<file path="src/verilog/rpg_regs.svh">
// constants for the channel g/h receive upper-bit output block
`ifndef RPG_REGS_SVH
`define RPG_REGS_SVH

`define RPG_WORD_W      10
`define RPG_LANE_W      5
`define RPG_FIFO_DEPTH  16
`define RPG_FIFO_W      22
`define RPG_MODE_MUX    2'h0
`define RPG_MODE_NIBBLE 2'h2
`define RPG_OUT_RST     10'h000

`endif

</file>
<file path="src/verilog/rpg_pkg.sv">
// types for the channel g/h receive upper-bit output block
package rpg_pkg;
    typedef enum logic [1:0] {
        RPG_IF_MUX,
        RPG_IF_NIBBLE,
        RPG_IF_RESERVED
    } rpg_if_t;

    typedef enum logic {
        RPG_HALF_FALL,
        RPG_HALF_RISE
    } rpg_half_t;
endpackage : rpg_pkg

</file>
<file path="src/verilog/rpg_top.sv">
// receive output fifo and g/h upper-bit ddr output launcher
`timescale 1ns/1ps
`include "rpg_regs.svh"

// --------------------------------------------------------------------
// generic valid/ready fifo
// --------------------------------------------------------------------
module rpg_fifo #(
    parameter int WIDTH = `RPG_FIFO_W,
    parameter int DEPTH = `RPG_FIFO_DEPTH
) (
    input  wire logic             core_clk_i,
    input  wire logic             rst_n_i,
    input  wire logic             in_valid_i,
    input  wire logic [WIDTH-1:0] in_data_i,
    output logic                  in_ready_o,
    output logic                  out_valid_o,
    output logic      [WIDTH-1:0] out_data_o,
    input  wire logic             out_ready_i
);
    localparam int AW = $clog2(DEPTH);

    logic [WIDTH-1:0] mem [DEPTH];
    logic [AW-1:0]    wr_ptr_reg;
    logic [AW-1:0]    rd_ptr_reg;
    logic [AW:0]      count_reg;
    logic [AW:0]      count_next;
    logic             push;
    logic             pop;

    assign push        = in_valid_i && in_ready_o;
    assign pop         = out_valid_o && out_ready_i;
    assign out_data_o  = mem[rd_ptr_reg];
    assign count_next  = count_reg + (AW+1)'(push) - (AW+1)'(pop);

    always_ff @(posedge core_clk_i)
    begin
        if (push)
        begin
            mem[wr_ptr_reg] <= in_data_i;
        end
    end

    always_ff @(posedge core_clk_i)
    begin
        if (!rst_n_i)
        begin
            wr_ptr_reg  <= '0;
            rd_ptr_reg  <= '0;
            count_reg   <= '0;
            in_ready_o  <= 1'b0;
            out_valid_o <= 1'b0;
        end
        else
        begin
            if (push)
            begin
                wr_ptr_reg <= wr_ptr_reg + AW'(1);
            end
            if (pop)
            begin
                rd_ptr_reg <= rd_ptr_reg + AW'(1);
            end
            count_reg   <= count_next;
            // full and empty registered so ready reaches the source cleanly
            in_ready_o  <= (count_next != (AW+1)'(DEPTH));
            out_valid_o <= (count_next != '0);
        end
    end
endmodule : rpg_fifo

// --------------------------------------------------------------------
// top: drains one g/h word pair per receive clock period
// --------------------------------------------------------------------
module rpg_top (
    input  wire logic                     core_clk_i,
    input  wire logic                     rst_n_i,
    input  wire logic                     rx_clk_i,
    input  wire logic [1:0]               mode_i,
    input  wire logic                     code_en_pin_i,
    input  wire logic                     code_en_mgmt_i,
    input  wire logic                     word_valid_i,
    input  wire logic [`RPG_WORD_W-1:0]   g_word_i,
    input  wire logic                     g_kflag_i,
    input  wire logic [`RPG_WORD_W-1:0]   h_word_i,
    input  wire logic                     h_kflag_i,
    output logic                          word_ready_o,
    output logic [7:0]                    rx_gh_low_bus_o,
    output logic                          rx_gh_bit8_kflag_o,
    output logic                          rx_gh_bit9_o
);
    import rpg_pkg::*;

    // ----------------------------------------------------------------
    // lane mapping helpers
    // ----------------------------------------------------------------
    // one channel, one edge, nibble mode: five pins of the lane
    function automatic logic [`RPG_LANE_W-1:0] nib_lane(
        input logic [`RPG_WORD_W-1:0] w,
        input logic                   k,
        input logic                   coded,
        input rpg_half_t              half
    );
        logic [`RPG_LANE_W-1:0] r;
        r = '0;
        if (!coded)
            r = (half == RPG_HALF_FALL) ? w[4:0] : w[9:5];
        else if (half == RPG_HALF_FALL)
            r = {1'b0, w[3:0]};
        else
            r = {w[7], k, w[6:4]};
        return r;
    endfunction : nib_lane

    // one channel, multiplexed mode: all ten pins
    function automatic logic [`RPG_WORD_W-1:0] mux_lane(
        input logic [`RPG_WORD_W-1:0] w,
        input logic                   k,
        input logic                   coded
    );
        logic [`RPG_WORD_W-1:0] r;
        r = coded ? {1'b0, k, w[7:0]} : w;
        return r;
    endfunction : mux_lane

    // ----------------------------------------------------------------
    // pin synchronisers
    // ----------------------------------------------------------------
    logic [2:0] rclk_sync_reg;
    logic [1:0] mode_meta_reg;
    logic [1:0] mode_reg;
    logic       code_meta_reg;
    logic       code_pin_reg;

    always_ff @(posedge core_clk_i)
    begin
        if (!rst_n_i)
        begin
            rclk_sync_reg <= 3'h0;
            mode_meta_reg <= 2'h0;
            mode_reg      <= 2'h0;
            code_meta_reg <= 1'b0;
            code_pin_reg  <= 1'b0;
        end
        else
        begin
            rclk_sync_reg <= {rclk_sync_reg[1:0], rx_clk_i};
            mode_meta_reg <= mode_i;
            mode_reg      <= mode_meta_reg;
            code_meta_reg <= code_en_pin_i;
            code_pin_reg  <= code_meta_reg;
        end
    end

    // stage 0 is only read by stage 1; edges judged from stages 1 and 2
    logic      rclk_rise;
    logic      rclk_fall;
    logic      coded;
    rpg_if_t   if_mode;

    assign rclk_rise = rclk_sync_reg[1] && !rclk_sync_reg[2];
    assign rclk_fall = !rclk_sync_reg[1] && rclk_sync_reg[2];
    assign coded     = code_pin_reg || code_en_mgmt_i;

    always_comb
    begin
        unique case (mode_reg)
            `RPG_MODE_MUX:    if_mode = RPG_IF_MUX;
            `RPG_MODE_NIBBLE: if_mode = RPG_IF_NIBBLE;
            default:          if_mode = RPG_IF_RESERVED;
        endcase
    end

    // ----------------------------------------------------------------
    // word fifo
    // ----------------------------------------------------------------
    logic                   fifo_valid;
    logic [`RPG_FIFO_W-1:0] fifo_data;
    logic                   fifo_pop;

    // one pair taken per period, at the falling edge that opens it
    assign fifo_pop = rclk_fall;

    rpg_fifo #(
        .WIDTH (`RPG_FIFO_W),
        .DEPTH (`RPG_FIFO_DEPTH)
    ) u_fifo (
        .core_clk_i  (core_clk_i),
        .rst_n_i     (rst_n_i),
        .in_valid_i  (word_valid_i),
        .in_data_i   ({h_kflag_i, h_word_i, g_kflag_i, g_word_i}),
        .in_ready_o  (word_ready_o),
        .out_valid_o (fifo_valid),
        .out_data_o  (fifo_data),
        .out_ready_i (fifo_pop)
    );

    // ----------------------------------------------------------------
    // current pair held for the whole receive clock period
    // ----------------------------------------------------------------
    logic [`RPG_WORD_W-1:0] g_word_reg;
    logic [`RPG_WORD_W-1:0] h_word_reg;
    logic                   g_k_reg;
    logic                   h_k_reg;

    always_ff @(posedge core_clk_i)
    begin
        if (!rst_n_i)
        begin
            g_word_reg <= `RPG_OUT_RST;
            h_word_reg <= `RPG_OUT_RST;
            g_k_reg    <= 1'b0;
            h_k_reg    <= 1'b0;
        end
        else if (rclk_fall)
        begin
            // underrun sends an all-zero pair rather than repeating stale data
            g_word_reg <= fifo_valid ? fifo_data[9:0]   : `RPG_OUT_RST;
            g_k_reg    <= fifo_valid && fifo_data[10];
            h_word_reg <= fifo_valid ? fifo_data[20:11] : `RPG_OUT_RST;
            h_k_reg    <= fifo_valid && fifo_data[21];
        end
    end

    // ----------------------------------------------------------------
    // edge launch
    // ----------------------------------------------------------------
    logic [`RPG_WORD_W-1:0] fall_pins;
    logic [`RPG_WORD_W-1:0] rise_pins;
    logic [`RPG_WORD_W-1:0] pins_reg;

    // falling pins come from the fifo head, so they launch on the pop edge
    always_comb
    begin
        logic [`RPG_WORD_W-1:0] gw;
        logic [`RPG_WORD_W-1:0] hw;
        logic                   gk;
        logic                   hk;
        gw = fifo_valid ? fifo_data[9:0]   : `RPG_OUT_RST;
        gk = fifo_valid && fifo_data[10];
        hw = fifo_valid ? fifo_data[20:11] : `RPG_OUT_RST;
        hk = fifo_valid && fifo_data[21];
        fall_pins = `RPG_OUT_RST;
        rise_pins = `RPG_OUT_RST;
        unique case (if_mode)
            RPG_IF_MUX:
            begin
                fall_pins = mux_lane(gw, gk, coded);
                rise_pins = mux_lane(h_word_reg, h_k_reg, coded);
            end
            RPG_IF_NIBBLE:
            begin
                fall_pins = {nib_lane(hw, hk, coded, RPG_HALF_FALL),
                             nib_lane(gw, gk, coded, RPG_HALF_FALL)};
                rise_pins = {nib_lane(h_word_reg, h_k_reg, coded, RPG_HALF_RISE),
                             nib_lane(g_word_reg, g_k_reg, coded, RPG_HALF_RISE)};
            end
            RPG_IF_RESERVED:
            begin
                // reserved codes: pins stay low
                fall_pins = `RPG_OUT_RST;
                rise_pins = `RPG_OUT_RST;
            end
        endcase
    end

    always_ff @(posedge core_clk_i)
    begin
        if (!rst_n_i)
        begin
            pins_reg <= `RPG_OUT_RST;
        end
        else if (rclk_fall)
        begin
            pins_reg <= fall_pins;
        end
        else if (rclk_rise)
        begin
            pins_reg <= rise_pins;
        end
    end

    assign rx_gh_low_bus_o    = pins_reg[7:0];
    assign rx_gh_bit8_kflag_o = pins_reg[8];
    assign rx_gh_bit9_o       = pins_reg[9];
endmodule : rpg_top

</file>
<file path="config.mk">
export PLATFORM = sky130hd
export DESIGN_NAME = rpg_top
export DESIGN_NICKNAME = d
export VERILOG_FILES = /design/src/verilog/rpg_pkg.sv /design/src/verilog/rpg_top.sv
export VERILOG_INCLUDE_DIRS = /design/src /design/src/verilog
export SDC_FILE = /design/constraint.sdc
export NUM_CORES = 1
export LEC_CHECK = 0
export BUFFER_PORTS_ARGS = -buffer_cell sky130_fd_sc_hd__buf_4
export CAP_MARGIN = 20
export CORE_MARGIN = 4
export CORE_UTILIZATION = 63
export DETAILED_ROUTE_END_ITERATION = 8
export GPL_TIMING_DRIVEN = 0
export PLACE_DENSITY = 0.85
export SLEW_MARGIN = 40
export SYNTH_ARGS = -nofsm -noshare
export SYNTH_HDL_FRONTEND = slang
export SYNTH_SLANG_ARGS = --single-unit
</file>
<file path="constraint.sdc">
create_clock -name core_clk_i -period 7.5 [get_ports core_clk_i]
set_input_delay 0.75 -clock core_clk_i [delete_from_list [all_inputs] [get_ports core_clk_i]]
set_output_delay 0.75 -clock core_clk_i [all_outputs]
set_load 0.02 [all_outputs]
</file>
## Word-level counts from Yosys, hierarchy flattened

Memories as Yosys holds them, arrays and structs flattened. A register that Yosys moved wholly into a read port is not among the register bits.
Index checks and enable logic that the tools add are counted.

- Add/subtract/negate cells: 4
- $mul: 0
- Divide/modulo/power cells: 0
- Order comparisons: 0
- Equality and inequality tests: 4
- Shift-type cells: 0
- Mux-type cells: 17
- Bitwise gates (word level): 0
- Reductions and logical operators: 13

Operator list:

| operator | count |
|---|---|
| $mux 10 | 6 |
| $pmux 10 s3 | 2 |
| $mux 5 | 4 |
| $add 4x1->4 const B | 2 |
| $mux 4 | 2 |
| $logic_and 1x1->1 | 6 |
| $add 5x1->5 | 1 |
| $ne 5x5->1 const B | 1 |
| $reduce_bool 5->1 | 1 |
| $sub 5x1->5 | 1 |
| $eq 2x2->1 const B | 2 |
| $logic_not 2->1 | 2 |
| $pmux 2 s2 | 1 |
| $eq 2x1->1 const B | 1 |
| $logic_not 1->1 | 2 |
| $mux 1 | 2 |
| $reduce_bool 2->1 | 1 |
| $logic_or 1x1->1 | 1 |

- Flip-flop bits (word level): 56
- Latch bits: 0
- RAM bits: 352
- Bits in read-only memories: 0
- Bits of input ports: 30
- Output and inout port bits: 11
- Word-level logic and storage cells: 54
- Memories kept: 1

Memories:

| name | words | width | read ports | clocked after memory_dff | wr ports | RTL line | text |
|---|---|---|---|---|---|---|---|
| u_fifo.mem | 16 | 22 | 1 | 1 | 1 | rpg_top.sv:23 | `logic [WIDTH-1:0] mem [DEPTH];` |

## Longest topological paths before layout

- Depth in word-level cells: 6
- Gate-level depth with buffers: 15

## Modules after synthesis

A second synthesis with hierarchy kept.

- Cell total of the unflattened synthesis: 837
- Area, all modules: 15,890.2 µm²

Modules (own cells, without submodules):

| module | times used | cells an instance | area an instance (µm²) | sequential area each (µm²) |
|---|---|---|---|---|
| rpg_fifo | 1 | 654 | 14,216.1 | 10,950.5 |
| rpg_top | 1 | 183 | 1,674.1 | 740.7 |

## Worst setup path before layout

Ideal clock, no wire load.

- Path kind: input port to flip-flop
- Start: input port word_valid_i
- End: memory u_fifo.mem[3][0] (netlist name) (enable)
- Library setup time: 0.429 ns
- Arrival time: 2.844 ns
- Required time: 7.071 ns
- Slack: 4.227 ns
- Cell stages on the path: 4
- Path buffers: 1
- Cells stage by stage: and2_1 clkbuf_1 nand2_1 nor3_1

- Word-level cells in the longest chain between the ends: 3

Ends and longest elaborated chain:

| what | RTL line | text |
|---|---|---|
| from (decl) | rpg_top.sv:82 | `input wire logic word_valid_i,` |
| $logic_and 1x1->1 | rpg_top.sv:31 | `assign push = in_valid_i && in_ready_o;` |
| via u_fifo.push | rpg_top.sv:28 | `logic push;` |
| $mux 1 | rpg_top.sv:38 | `if (push)` |
| $mux 1 (implied by the code) | rpg_top.sv:40 | `mem[wr_ptr_reg] <= in_data_i;` |
| to (decl) | rpg_top.sv:23 |  |

The timed path passes the listed nets, and every way through them passes these cells.

## Worst setup path after layout

- Start: register rclk_sync_reg[1]
- End: register u_fifo.out_valid_o

- Word-level cells in the longest chain between the ends: 5

Ends and longest elaborated chain:

| what | RTL line | text |
|---|---|---|
| from (decl) | rpg_top.sv:129 | `logic [2:0] rclk_sync_reg;` |
| from (signal assigned) | rpg_top.sv:147 | `rclk_sync_reg <= {rclk_sync_reg[1:0], rx_clk_i};` |
| $logic_not 1->1 | rpg_top.sv:162 | `assign rclk_fall = !rclk_sync_reg[1] && rclk_sync_reg[2];` |
| $logic_and 1x1->1 | rpg_top.sv:162 |  |
| $logic_and 1x1->1 | rpg_top.sv:32 | `assign pop = out_valid_o && out_ready_i;` |
| via u_fifo.pop | rpg_top.sv:29 | `logic pop;` |
| $sub 5x1->5 | rpg_top.sv:34 | `assign count_next = count_reg + (AW+1)'(push) - (AW+1)'(pop);` |
| $reduce_bool 5->1 | rpg_top.sv:67 | `out_valid_o <= (count_next != '0);` |
| to (signal assigned) | rpg_top.sv:67 |  |
| to (decl) | rpg_top.sv:17 | `output logic out_valid_o,` |

The timed path passes the listed nets, and every way through them passes these cells.
A chain may end at the register's enable or synchronous reset.

==> flow_metrics.py <==
metrics = {
    "synthesis": {
        "synth_top_cell_area_share_pct": 66.2,
        "yosysSeqAreaShare_pct": 73.2,
        "synth_nets": 925,
        "ys_types": 64,
        "synth_area_per_cell_um2": 18.1,
        "synth_area_leaders": "edfxtp_1, mux4_2, dfxtp_1, mux2i_1, nand2_1",
        "yosys_warnings": 0,
        "synth_top_cell_by_area": "edfxtp_1",
        "synth_area_um2": 16000,
        "yosys_register_bits": 408,
        "synth_flop_cell": "edfxtp_1",
        "async_reset_ff_share_pct": 0,
        "synth_edf_count": 352,
        "netlist_instances": 883,
    },
    "clocking": {
        "root_buffer": "clkbuf_16",
        "cts_hold_buf": 0,
        "cts.clk_slew.worst_paths_ns": 0.06,
        "cts_setup_buffers": 0,
        "cts_buffers": 41,
        "clock_path_buffers": 3,
        "cts_tree": "built",
        "cts_resized": 0,
        "cts_max_level": 2,
        "cts.sinks": 408,
        "clkLatencyLatePin_ns": 0.54,
    },
    "route": {
        "first_pass_iters": 7,
        "routed_wl_um": 40500,
        "drt_first_iter_violations": 1435,
        "wl_per_cell_um": 29.7,
        "drc_errors": 0,
        "ant_nets": 0,
        "vias": 9204,
        "vias_per_cell": 6.76,
    },
    "final_layout": {
        "drive_above_1_share_pct": 24.2,
        "layout_common_cells": "edfxtp_1, mux4_2, nand2_1, dfxtp_1, buf_4",
        "area_delta_synth_final_pct": 16.5,
        "nFillCells": 1376,
        "final_common_cell": "edfxtp_1",
        "nNetsFinal": 1044,
        "largest_reg_flops": 352,
        "diodes": 0,
        "layout.cells.non_filler": 1362,
    },
    "worst_setup_path": {
        "critPathMaxFanout": 10,
        "slowest_stage": "fa_1",
        "critical_path.top_delay_family": "adder cells",
        "worstSetupEndpointType": "register",
        "startpoint": "rclk_sync_reg[1]",
        "crit_path_max_incr_delay_ns": 0.54,
        "startpoint_type": "register",
        "rr_startpoint": "rclk_sync_reg[1]",
        "path_class": "reg -> reg",
        "critPathArrivalTime_ns": 4.03,
        "crit_top_cell": "inv_1",
        "path_buf_inv": 6,
        "crit_chain": "inv_1 > ha_1 > clkbuf_1 > nand2_1 > clkinv_1 > ha_1 > inv_1 > ha_1 > inv_1 > fa_1 > inv_1 > o41ai_1 > a21bo_1",
        "cp_data_required_time_ns": 7.94,
    },
    "grt": {
        "grt_pass1_wl_um": 59600,
        "grt_pass1_vias": 9123,
        "grt-ovfl-total": 0,
        "grt_max_degree": 17,
        "globalRouteTotalUtil_pct": 29.1,
        "antenna_found_initial": 1,
    },
    "timing": {
        "finalMaxSlewViolations": 0,
        "max_freq_mhz": 278,
        "finalHoldViolCount": 0,
        "worst_pin_slew_ns": 0.878,
        "finalCritPeriodShare_pct": 47.9,
        "setup_tns_ns": 0,
        "hold_slack_ns": 0.420,
        "rsz0062_at_grt": "no",
        "slew_headroom_pct": 41.5,
        "min_period_ns": 3.59,
        "setup-violations-final": 0,
        "clock-skew-final_ns": 0.0158,
    },
    "run": {
        "cap_violations": 0,
    },
    "floorplanning": {
        "core_um2": 25000,
        "die_y_um": 167,
        "die_w_um": 167,
        "top_level_ports": 41,
        "core.rowCount": 58,
        "start_util_pct": 63.8,
        "dieArea_um2": 28000,
    },
    "power_and_ir_drop": {
        "ir_worst_vdd_uv": 208,
        "power_density_nw_per_um2": 268,
        "p_total_w": 0.00499,
        "p_leak_nw": 6.09,
    },
    "run_status": {
        "status": "finished clean",
    },
    "place": {
        "gp_congestion": 0.969,
        "dp.cells": 1289,
        "io_buffers": 40,
        "hpwl_um": 26400,
    },
    "worst_hold_path": {
        "min_path_type": "in -> reg",
        "min_from": "code_en_pin_i",
    },
}
-- kinds of logic after synthesis --
logic type / Yosys count / share of synthesized area (%)
buffers and inverters: 64 / 2.10
DFF: 408 / 73.2
xor gates and xnor gates: 10 / 0.548
adders and majority gates: 12 / 0.987
AOI/OAI and AO/OA: 107 / 4.69
and+or+nand+nor: 160 / 4.68
muxes: 122 / 13.8
-- cell type report --
cell class	count	area, µm²	share of cell area (%)
Buffer	46	269	1.44
Inverter	18	67.6	0.363
Sequential cell	408	11700	62.8
Clock inverter	25	189	1.01
Multi-Input combinational cell	411	4060	21.8
Timing Repair Buffer	76	823	4.42
Clock buffer	48	1100	5.93
Tap cell	330	413	2.22
-- synthesized netlist by cell type (all sizes together), types with 2 or more instances --
cell / n
nand4: 3
a22o: 2
a31oi: 3
nor2: 48
o31a: 2
clkinv: 3
xnor2: 6
dfxtp: 56
o211ai: 5
mux4: 77
mux2: 4
inv: 15
edfxtp: 352
o21ai: 21
nand3b: 3
nand2: 56
o21a: 2
ha: 11
a22oi: 5
a221oi: 9
a21oi: 23
or3: 2
a311oi: 5
nor2b: 9
buf: 25
nand2b: 4
mux2i: 41
a211oi: 7
o22ai: 2
a21o: 3
clkbuf: 21
nor3: 5
a32o: 7
and2: 17
a2111oi: 2
nand3: 5
xor2: 4
-- layer usage --
layer	track usage, %	part of all wire (%)	vias to the layer above
met5	0	0.020	-
met2	46.2	48	640
li1	-	-	3751
met1	39.6	36	4673
met3	6.00	10	138
met4	13.5	5.1	2
-- final timing paths --
kind	end	slack (ns)	cells after the start
max	u_fifo.out_valid_o	3.91	13
min	code_meta_reg	0.42	2
max reg2reg	u_fifo.out_valid_o	3.91	13
min reg2reg	rclk_sync_reg[1]	0.44	1
-- worst reg2reg max path, delay by kind of cell (launching register included) --
family          cells  cell delay [ns]
compound gates      2             0.77
fa+ha+maj           4             1.35
buf+inv             6             0.82
flops               1             0.31
simple gates        1             0.26
-- through the flow --
| step | util [%] | cell area [µm²] | setup WS (ns) |
|---|---|---|---|
| 5_1_grt | 74.4 | 18600 | 3.79 |
| 3_3_place_gp | 66.7 | 16700 | 1.94 |
| 4_1_cts | 74.4 | 18600 | 4.00 |
| 6_report | 74.4 | 18600 | 3.91 |
| 2_1_floorplan | - | 16000 | 4.23 |
| 3_5_place_dp | 69.2 | 17300 | 4.05 |
-- power breakdown --
group,switching (W),internal [W]
clock network,0.000833,0.00115
logic,0.000264,0.000175
registers,0.0000287,0.00254
total,0.00113,0.00387
(Power assumes the default switching activity.)
